$ cat src/champm_defs.vh
// Constants for the channel A pin mode mux: register map, mode codes, fields.
// Assumes inclusion by bare name from the design files.
`ifndef CHAMPM_DEFS_VH
`define CHAMPM_DEFS_VH
// APB register byte offsets
`define CHAMPM_OFS_BASE      12'h000
`define CHAMPM_OFS_BITMODE   12'h004
`define CHAMPM_OFS_CHB       12'h008
`define CHAMPM_OFS_STATUS    12'h00c
`define CHAMPM_OFS_FUNC_OUT  12'h010
`define CHAMPM_OFS_FUNC_OE   12'h014
`define CHAMPM_OFS_PINS_IN   12'h018
// Base modes from the configuration memory
`define CHAMPM_BASE_SERIAL   3'h0
`define CHAMPM_BASE_FIFO     3'h1
`define CHAMPM_BASE_CPUFIFO  3'h2
`define CHAMPM_BASE_OPTO     3'h3
`define CHAMPM_BASE_BLANK    3'h7
// Bit mode command values
`define CHAMPM_BM_RESET      8'h00
`define CHAMPM_BM_ASYNC_BB   8'h01
`define CHAMPM_BM_ENGINE     8'h02
`define CHAMPM_BM_SYNC_BB    8'h04
`define CHAMPM_BM_HOSTBUS    8'h08
`define CHAMPM_BM_OPTO       8'h10
// Channel B mode codes
`define CHAMPM_CHB_OTHER     2'h0
`define CHAMPM_CHB_OPTO      2'h1
`define CHAMPM_CHB_HOSTBUS   2'h2
// Reset values
`define CHAMPM_RST_BASE      3'h7
`define CHAMPM_RST_BITMODE   8'h00
// Status fields
`define CHAMPM_ST_MODE_LSB   0
`define CHAMPM_ST_OPTO_RST   8
`define CHAMPM_ST_SI_EN      9
`define CHAMPM_ST_REFUSED    10
`endif

$ cat src/champm_sync.v
// Two-flop synchroniser for a bundle of pin inputs.
// Assumes the inputs are asynchronous to pclk.
`default_nettype none
module champm_sync #(
   parameter W = 13
) (
   input  wire         pclk,
   input  wire         presetn,
   input  wire [W-1:0] async_in,
   output reg  [W-1:0] sync_out
);
   reg [W-1:0] stage1;

   always @(posedge pclk or negedge presetn) begin
      if (!presetn) begin
         stage1   <= {W{1'b0}};
         sync_out <= {W{1'b0}};
      end else begin
         stage1   <= async_in;
         sync_out <= stage1;
      end
   end
endmodule // champm_sync
`default_nettype wire

$ cat src/champm_mux.v
// Channel A pin function multiplexer with APB register access.
// Assumes APB master on pclk; pins are external and synchronised here.
// Function
// RULE1 - Missing or blank configuration memory forces serial mode.
// RULE2 - Serial, FIFO, CPU FIFO, opto base modes come only from configuration.
// RULE3 - Bit-bang, engine and host-bus modes enter only by bit mode command.
// RULE4 - Decode command: 0 base, 1 async BB, 2 engine, 4 sync BB, 8 host, 10 opto.
// RULE5 - Opto mode: value 10 holds it in reset, 0 releases it.
// RULE6 - Serial engine mode only on channel A; refused on channel B.
// RULE7 - Host-bus mode takes both channels; channel B unavailable meanwhile.
// RULE8 - Channel B in opto leaves channel A free for other modes.
// RULE9 - Both channels opto: all opto signals on channel B, A unused; code still lets the channel A suspend/wake pin drive.
// RULE10 - Bit-bang over FIFO/CPU/opto base: write strobe high pin 0, read pin 1.
// RULE11 - Bit-bang over serial base: write strobe high pin 2, read pin 3; code uses high pins 0 and 1 while base still holds the blank reset value 7.
// RULE12 - Suspend/wake absent in engine and host-bus modes, present otherwise.
// RULE13 - Serial mode low pins carry TXD RXD RTS CTS DTR DSR DCD RI.
// RULE14 - Serial/FIFO high nibble functions as specified in order.
// RULE15 - Engine mode: low 0-3 serial engine, 4-7 and high nibble general bits.
// RULE16 - Host-bus: low byte address/data, high 0-1 I/O, 2 ready, 3 clock.
// RULE17 - FIFO and bit-bang modes: low byte is data bus 0-7.
// RULE18 - Unassigned pins stay inputs; mode switch is atomic.
`default_nettype none
`include "champm_defs.vh"
module champm_mux (
   input  wire        pclk,
   input  wire        presetn,
   input  wire        psel,
   input  wire        penable,
   input  wire        pwrite,
   input  wire [11:0] paddr,
   input  wire [31:0] pwdata,
   output reg  [31:0] prdata,
   output wire        pready,
   output wire        pslverr,
   input  wire        config_present,
   input  wire        config_blank,
   input  wire [2:0]  config_base_mode,
   input  wire        config_valid,
   input  wire [1:0]  channel_b_mode,
   input  wire        channel_b_bitmode_engine_req,
   input  wire [7:0]  core_low_out,
   input  wire [7:0]  core_low_oe,
   input  wire [3:0]  core_high_out,
   input  wire [3:0]  core_high_oe,
   input  wire        core_suspend_out,
   input  wire        core_suspend_oe,
   input  wire [7:0]  port_a_low_byte_in,
   output reg  [7:0]  port_a_low_byte_out,
   output reg  [7:0]  port_a_low_byte_oe,
   input  wire [3:0]  port_a_high_nibble_in,
   output reg  [3:0]  port_a_high_nibble_out,
   output reg  [3:0]  port_a_high_nibble_oe,
   input  wire        suspend_indicate_wakeup_a_in,
   output reg         suspend_indicate_wakeup_a_out,
   output reg         suspend_indicate_wakeup_a_oe,
   output reg  [7:0]  core_low_in,
   output reg  [3:0]  core_high_in,
   output reg         core_suspend_in,
   output reg  [3:0]  active_mode,
   output reg         opto_held_reset,
   output reg         channel_b_engine_refused,
   output reg         channel_b_blocked
);
   // Effective mode codes, one-hot states
   localparam M_SERIAL = 9'h001;
   localparam M_FIFO   = 9'h002;
   localparam M_CPU    = 9'h004;
   localparam M_OPTO   = 9'h008;
   localparam M_ABB    = 9'h010;
   localparam M_SBB    = 9'h020;
   localparam M_ENGINE = 9'h040;
   localparam M_HOST   = 9'h080;
   localparam M_IDLE   = 9'h100;

   reg  [2:0] base_mode;
   reg  [7:0] bit_mode;
   reg  [8:0] mode;
   reg  [8:0] next_mode;
   reg        refused;
   wire [12:0] pins_sync;
   wire [7:0]  low_in  = pins_sync[7:0];
   wire [3:0]  high_in = pins_sync[11:8];
   wire        si_in   = pins_sync[12];

   champm_sync #(.W(13)) u_sync (
      .pclk     (pclk),
      .presetn  (presetn),
      .async_in ({suspend_indicate_wakeup_a_in, port_a_high_nibble_in, port_a_low_byte_in}),
      .sync_out (pins_sync)
   );

   // Base mode is a config-memory decode only; software cannot write it
   function [2:0] base_decode;
      input       present;
      input       blank;
      input [2:0] code;
      begin
         if (!present || blank)
            base_decode = `CHAMPM_BASE_SERIAL; // [RULE1]
         else if (code > `CHAMPM_BASE_OPTO)
            base_decode = `CHAMPM_BASE_SERIAL;
         else
            base_decode = code; // [RULE2]
      end
   endfunction

   function is_bitbang;
      input [8:0] m;
      begin
         is_bitbang = (m == M_ABB) || (m == M_SBB);
      end
   endfunction

   always @(posedge pclk or negedge presetn) begin
      if (!presetn)
         base_mode <= `CHAMPM_RST_BASE;
      else if (config_valid)
         base_mode <= base_decode(config_present, config_blank, config_base_mode);
   end

   // APB: zero wait state, unmapped reads zero and flag error
   wire apb_acc = psel && penable;
   wire wr_en   = apb_acc && pwrite;
   wire mapped  = (paddr == `CHAMPM_OFS_BASE) || (paddr == `CHAMPM_OFS_BITMODE) ||
                  (paddr == `CHAMPM_OFS_CHB) || (paddr == `CHAMPM_OFS_STATUS) ||
                  (paddr == `CHAMPM_OFS_FUNC_OUT) || (paddr == `CHAMPM_OFS_FUNC_OE) ||
                  (paddr == `CHAMPM_OFS_PINS_IN);
   assign pready  = 1'b1;
   assign pslverr = apb_acc && !mapped;

   // Bit mode register: the host driver command lands here
   always @(posedge pclk or negedge presetn) begin
      if (!presetn) begin
         bit_mode <= `CHAMPM_RST_BITMODE;
         refused  <= 1'b0;
      end else if (wr_en && paddr == `CHAMPM_OFS_BITMODE) begin
         bit_mode <= pwdata[7:0]; // [RULE3]
         refused  <= !(pwdata[7:0] == `CHAMPM_BM_RESET ||
                       pwdata[7:0] == `CHAMPM_BM_ASYNC_BB ||
                       pwdata[7:0] == `CHAMPM_BM_ENGINE ||
                       pwdata[7:0] == `CHAMPM_BM_SYNC_BB ||
                       pwdata[7:0] == `CHAMPM_BM_HOSTBUS ||
                       pwdata[7:0] == `CHAMPM_BM_OPTO);
      end
   end

   // Opto reset: 10 holds, 0 releases
   always @(posedge pclk or negedge presetn) begin
      if (!presetn)
         opto_held_reset <= 1'b0;
      else if (wr_en && paddr == `CHAMPM_OFS_BITMODE && base_mode == `CHAMPM_BASE_OPTO) begin
         if (pwdata[7:0] == `CHAMPM_BM_OPTO)
            opto_held_reset <= 1'b1; // [RULE5]
         else if (pwdata[7:0] == `CHAMPM_BM_RESET)
            opto_held_reset <= 1'b0; // [RULE5]
      end
   end

   // Effective mode selection
   always @* begin
      case (bit_mode)
         `CHAMPM_BM_ASYNC_BB: next_mode = M_ABB; // [RULE4]
         `CHAMPM_BM_SYNC_BB:  next_mode = M_SBB; // [RULE4]
         `CHAMPM_BM_ENGINE:   next_mode = M_ENGINE; // [RULE4] [RULE6]
         `CHAMPM_BM_HOSTBUS:  next_mode = M_HOST; // [RULE4]
         default: begin
            case (base_mode)
               `CHAMPM_BASE_SERIAL:  next_mode = M_SERIAL;
               `CHAMPM_BASE_FIFO:    next_mode = M_FIFO;
               `CHAMPM_BASE_CPUFIFO: next_mode = M_CPU;
               `CHAMPM_BASE_OPTO:    next_mode = M_OPTO;
               default:              next_mode = M_SERIAL; // [RULE1]
            endcase
         end
      endcase
      // Both channels opto: channel A low byte and high nibble idle, suspend/wake still allowed
      if (next_mode == M_OPTO && channel_b_mode == `CHAMPM_CHB_OPTO)
         next_mode = M_IDLE; // [RULE9]
      // Channel B opto alone does not restrict channel A [RULE8]
   end

   // Registered mode so every pin switches on one edge
   always @(posedge pclk or negedge presetn) begin
      if (!presetn) begin
         mode                     <= M_IDLE;
         channel_b_engine_refused <= 1'b0;
         channel_b_blocked        <= 1'b0;
         active_mode              <= 4'h8; // Matches the idle reset mode
      end else begin
         mode                     <= next_mode; // [RULE18]
         channel_b_engine_refused <= channel_b_bitmode_engine_req; // [RULE6]
         channel_b_blocked        <= (next_mode == M_HOST); // [RULE7]
         case (next_mode)
            M_SERIAL: active_mode <= 4'h0;
            M_FIFO:   active_mode <= 4'h1;
            M_CPU:    active_mode <= 4'h2;
            M_OPTO:   active_mode <= 4'h3;
            M_ABB:    active_mode <= 4'h4;
            M_SBB:    active_mode <= 4'h5;
            M_ENGINE: active_mode <= 4'h6;
            M_HOST:   active_mode <= 4'h7;
            default:  active_mode <= 4'h8;
         endcase
      end
   end

   // Pin routing: the core supplies per-pin function data and enables,
   // this block decides which pins may drive at all
   reg [7:0] lo_mask;
   reg [3:0] hi_mask;
   reg       si_allow;
   always @* begin
      lo_mask  = 8'h00;
      hi_mask  = 4'h0;
      si_allow = 1'b1;
      case (mode)
         M_SERIAL: begin
            lo_mask = 8'hff; // [RULE13] TXD RXD RTS CTS DTR DSR DCD RI
            hi_mask = 4'hf; // [RULE14] driver enable, sleep, rx led, tx led
         end
         M_FIFO, M_CPU: begin
            lo_mask = 8'hff; // [RULE17]
            hi_mask = 4'hf; // [RULE14] rx avail, tx empty, rd, wr
         end
         M_ABB, M_SBB: begin
            lo_mask = 8'hff; // [RULE17]
            if (base_mode == `CHAMPM_BASE_SERIAL)
               hi_mask = 4'hc; // [RULE11]
            else
               hi_mask = 4'h3; // [RULE10]
         end
         M_ENGINE: begin
            lo_mask  = 8'hff; // [RULE15]
            hi_mask  = 4'hf; // [RULE15]
            si_allow = 1'b0; // [RULE12]
         end
         M_HOST: begin
            lo_mask  = 8'hff; // [RULE16]
            hi_mask  = 4'hb; // [RULE16] pin 2 is ready input
            si_allow = 1'b0; // [RULE12]
         end
         M_OPTO: begin
            lo_mask = 8'h00;
            hi_mask = 4'h0;
         end
         M_IDLE: begin
            lo_mask = 8'h00; // [RULE9]
            hi_mask = 4'h0;
         end
         default: begin
            lo_mask  = 8'h00; // [RULE18]
            hi_mask  = 4'h0;
            si_allow = 1'b0;
         end
      endcase
   end

   // Registered pin drive; unassigned pins are undriven inputs
   always @(posedge pclk or negedge presetn) begin
      if (!presetn) begin
         port_a_low_byte_out           <= 8'h00;
         port_a_low_byte_oe            <= 8'h00;
         port_a_high_nibble_out        <= 4'h0;
         port_a_high_nibble_oe         <= 4'h0;
         suspend_indicate_wakeup_a_out <= 1'b0;
         suspend_indicate_wakeup_a_oe  <= 1'b0;
         core_low_in                   <= 8'h00;
         core_high_in                  <= 4'h0;
         core_suspend_in               <= 1'b0;
      end else begin
         port_a_low_byte_out           <= core_low_out & lo_mask;
         port_a_low_byte_oe            <= core_low_oe & lo_mask; // [RULE18]
         port_a_high_nibble_out        <= core_high_out & hi_mask;
         port_a_high_nibble_oe         <= core_high_oe & hi_mask; // [RULE18]
         suspend_indicate_wakeup_a_out <= core_suspend_out & si_allow;
         suspend_indicate_wakeup_a_oe  <= core_suspend_oe & si_allow; // [RULE12]
         core_low_in                   <= low_in & lo_mask;
         core_high_in                  <= high_in & (hi_mask | ((mode == M_HOST) ? 4'h4 : 4'h0));
         core_suspend_in               <= si_in & si_allow;
      end
   end

   // Read mux
   always @* begin
      prdata = 32'h0000_0000;
      if (apb_acc && !pwrite) begin
         case (paddr)
            `CHAMPM_OFS_BASE:     prdata = {29'h0, base_mode};
            `CHAMPM_OFS_BITMODE:  prdata = {24'h0, bit_mode};
            `CHAMPM_OFS_CHB:      prdata = {28'h0, channel_b_engine_refused,
                                            channel_b_blocked, channel_b_mode};
            `CHAMPM_OFS_STATUS:   prdata = {21'h0, refused, si_allow, opto_held_reset,
                                            4'h0, active_mode};
            `CHAMPM_OFS_FUNC_OUT: prdata = {19'h0, suspend_indicate_wakeup_a_out,
                                            port_a_high_nibble_out, port_a_low_byte_out};
            `CHAMPM_OFS_FUNC_OE:  prdata = {19'h0, suspend_indicate_wakeup_a_oe,
                                            port_a_high_nibble_oe, port_a_low_byte_oe};
            `CHAMPM_OFS_PINS_IN:  prdata = {19'h0, si_in, high_in, low_in};
            default:              prdata = 32'h0000_0000;
         endcase
      end
   end
endmodule // champm_mux
`default_nettype wire

$ cat config.mk
export PLATFORM = sky130hd
export DESIGN_NAME = champm_mux
export DESIGN_NICKNAME = d
export VERILOG_FILES = /design/src/champm_sync.v /design/src/champm_mux.v
export VERILOG_INCLUDE_DIRS = /design/src
export SDC_FILE = /design/constraint.sdc
export NUM_CORES = 1
export LEC_CHECK = 0
export BUFFER_PORTS_ARGS = -buffer_cell sky130_fd_sc_hd__buf_4
export CAP_MARGIN = 20
export CORE_AREA = 2 2 105 107
export CTS_CLUSTER_SIZE = 24
export DETAILED_ROUTE_END_ITERATION = 10
export DIE_AREA = 0 0 107 109
export GPL_ROUTABILITY_DRIVEN = 0
export PLACE_DENSITY = 0.72
export REMOVE_ABC_BUFFERS = 1
export SLEW_MARGIN = 20
export SYNTH_ARGS = -nofsm -noshare
export SYNTH_HDL_FRONTEND = slang
export SYNTH_HIERARCHICAL = 1
export SYNTH_SLANG_ARGS = --single-unit
$ cat constraint.sdc
create_clock -name pclk -period 2.2 [get_ports pclk]
set_input_delay 0.44 -clock pclk [delete_from_list [all_inputs] [get_ports pclk]]
set_output_delay 0.44 -clock pclk [all_outputs]
set_load 0.005 [all_outputs]
==> flow_summary.yaml <==
critical_path:
  crit_path_top_delay_cell: "sky130_fd_sc_hd__dfstp_2"
  worstPathRequired_ns: 1.76
  timing.critical_path.cells: "xor2_1 -> a221o_1 -> a22oi_2 -> o21ai_2 -> a32o_1 -> buf_4"
  critical_path.max_fanout: 4
  startpoint_type_of_the_worst_setup_path: "register"
  worstPathBufferInverterCount: 1
  critPathCaptureType: "primary output"
  critPathTopFamily: "compound AO/OA/AOI/OAI gates"
  slowest_delay_ns: 0.58
  timing.critical_path.arrival_ns: 1.89
  criticalPathCategory: "register to primary output"
global_routing:
  grt_max_degree: 48
  globalRouteTotalUtil: 0.182
  globalRoute.totalOverflow: 0
  grt_first_pass_wirelength_mm: 16.1
  grt_antenna_before_repair: 0
  first_global_vias: 3326
power:
  swShare: 0.242
  clock_power_share: 0.372
  cellLeakagePower_nw: 2.65
  net_switching_w: 0.000844
  ir_drop_uv: 324
  comb_power_share: 0.110
  power_density_nw_per_um2: 612
  post-layout-total-power_w: 0.00349
  power.share.sequential: 0.519
  cellInternalPower_w: 0.00265
floorplan:
  placement_rows: 38
  floorplan.die_area_um2: 11700
  floorplan.core_area_um2: 10600
  start_util: 0.390
  io_pins: 177
  floorplan.die.width_um: 107
  floorplan.die.height_um: 109
clocking:
  clock_latency_ns: 0.36
  htreeDepth: 3
  cts_buffer_count: 9
  tritoncts_clock_tree: "built"
  cts-root-to-sink-buffers: 2
  clock_sink_count: 93
  cts-root-buf: "sky130_fd_sc_hd__clkbuf_8"
  clkTransAtPathRegs_ns: 0.10
timing:
  maxSlewHeadroom: 0.463
  timing_worst_slew_pin_value_ns: 0.805
  fin_skew_ns: 0.00593
  timing.final.hold_violations: 0
  period_needed_ns: 2.33
  period_share: 1.06
  grt_setup_unrepaired: "yes"
  maxClockFrequency_ghz: 0.429
  setup_viol_count_final: 1
  maxSlewViolCount: 0
  final_critical_path_setup_slack_ns: -0.131
routing:
  routed-via-count: 3251
  detail_route.first_pass.iterations: 4
  detail_route.wirelength_mm: 10.4
  detailedRoute.firstIterationViolations: 219
  drt_drc_violations_left: 0
  viasPerCell: 4.92
  wl_per_cell_um: 15.7
  antenna_violating_nets_post_route: 0
final_layout:
  synthToLayoutAreaGrowth_pct: 37.8
  final_cell_mix: "141 x sky130_fd_sc_hd__buf_4, 84 x sky130_fd_sc_hd__dfrtp_1, 36 x sky130_fd_sc_hd__and2_1"
  antennaDiodeCount: 0
  layout.cell_area.non_filler_um2: 5700
  drive_gt1_frac: 0.409
  filler_cell_count: 955
  mostFrequentLayoutCell: "sky130_fd_sc_hd__buf_4"
  net_count_final: 613
synthesis:
  synth_top_flop_cell: "sky130_fd_sc_hd__dfrtp_1"
  synth_compound_area_frac: 0.0859
  yosys-mux-area-fraction: 0.0768
  post_synthesis_simple_gate_area_fraction: 0.195
  synth_async_sr_flop_share: 1.00
  synth.cell_area_um2: 4140
  synth_xor_xnor_area_share: 0.0127
  synth-seq-cells: 93
  post_synth_inst_count: 372
  postSynthAreaPerCell_um2: 11.1
  synth_cell_types: 58
  yosys.area_share.adder: 0.00242
  ys_seq_area_frac: 0.564
  synth_edf_count: 0
  synth-warning-count: 6
  main_combinational_cell_family_by_area_after_synthesis: "simple AND/OR/NAND/NOR gates"
placement:
  port_buffers: 132
  dp_slack_ns: -0.140
  place.detailed.hpwl_mm: 7.95
  placement.cell_area_um2: 5280
outcome:
  status: "finished with violations"
  violations: "setup timing"
run:
  maxCapViolCount: 0
hold_path:
  hp-class: "input pin to register"
[through the flow]
step / hold WS [ns] / util / TNS [ns] / cells
6_report: 0.180 / 0.538 / -0.131 / 661
3_5_place_dp: 0.299 / 0.498 / -0.791 / 639
5_1_grt: 0.161 / 0.538 / -0.690 / 661
3_3_place_gp: 0.298 / 0.498 / -0.288 / 639
4_1_cts: 0.167 / 0.534 / -0.207 / 661
2_1_floorplan: 0.144 / - / 0 / 351
[synth_stat cells (all sizes together) (2+ instances only)]
library cell  count  area (um2)
dfrtp            88        2200
and2             36         225
buf              29         200
nor2             29         109
nand2            21        81.3
mux2i            19         190
o21ai            15        78.8
a21oi            14        70.1
nor3             13        65.1
clkbuf           10        38.8
mux2              9         105
nor2b             9        56.3
nand3             7        40.0
nor4              7        73.8
dfstp             5         131
nand2b            5        31.3
o211ai            5        37.5
and3              4        26.3
inv               4        15.0
xor2              4        35.0
a211oi            3        22.5
o22a              3        26.3
o22ai             3        18.8
a31oi             2        12.5
conb              2        7.51
nand4             2        18.8
nor3b             2        15.0
nor4b             2        17.5
or3               2        12.5
xnor2             2        17.5
[metal layers]
layer	vias to the layer above	wire [um]	global-route usage
met3	19	704	0.0448
met4	0	158	0.0584
met2	134	5200	0.317
li1	1533	-	-
met1	1565	4300	0.222
met5	-	0	0
[path summary, 6_finish.rpt]
check                                      startpoint                   endpoint  slack (ns)  cells past startpoint
worst min register to register       u_sync/stage1[8]         u_sync/sync_out[8]        0.36                      0
min in group asynchronous                     presetn  port_a_high_nibble_out[2]        0.46                      2
worst min-delay path            port_a_low_byte_in[5]           u_sync/stage1[5]        0.18                      1
max in group asynchronous                     presetn         u_sync/sync_out[3]        1.08                      3
worst max-delay path                          mode[8]                  prdata[9]       -0.13                      6
worst max register to register                mode[5]      port_a_low_byte_oe[7]        0.21                      6
[registers in the layout, indices dropped and copies added, names as in the netlist]
name,flops
port_a_high_nibble_out,4
suspend_indicate_wakeup_a_out,1
mode,9
port_a_low_byte_oe,8
core_high_in,4
refused,1
u_sync/sync_out,13
bit_mode,8
channel_b_blocked,1
opto_held_reset,1
port_a_low_byte_out,8
base_mode,3
core_low_in,8
active_mode,4
port_a_high_nibble_oe,4
core_suspend_in,1
channel_b_engine_refused,1
u_sync/stage1,13
suspend_indicate_wakeup_a_oe,1
[area by class of cell]
cell class / instances / area (um2) / area share
Tap cell: 140 / 175 / 0.0307
Clock inverter: 7 / 105 / 0.0184
Timing Repair Buffer: 154 / 1220 / 0.214
Clock buffer: 9 / 124 / 0.0217
Inverter: 4 / 15.0 / 0.00263
Multi-Input combinational cell: 254 / 1720 / 0.302
Sequential cell: 93 / 2340 / 0.410
[cell families after synthesis]
kind of cell    Yosys count
other cells               2
compound gates           55
flops                    93
xor+xnor                  6
mux                      29
buf+inv                  43
simple gates            143
fa+ha+maj                 1
[power by group through the flow]
| stage | clock network [W] | registers (W) | logic [W] |
|---|---|---|---|
| after detailed placement | 0 | 0.00184 | 0.000378 |
| after CTS | 0.00133 | 0.00181 | 0.000387 |
| final | 0.00130 | 0.00181 | 0.000383 |
| after global routing | 0.00140 | 0.00182 | 0.000425 |
| after global placement | 0 | 0.00184 | 0.000372 |
| after floorplan | 0 | 0.00184 | 0.000111 |
[what timing repair did]
item	in CTS	in global routing
setup endpoints to repair	11	13
cloned	0	0
hold buffers	1	0
gates resized for setup	27	13
setup buffers	5	0
hold endpoints to repair	12	0
pin swaps	12	10
Power figures use the tool's default switching activity.
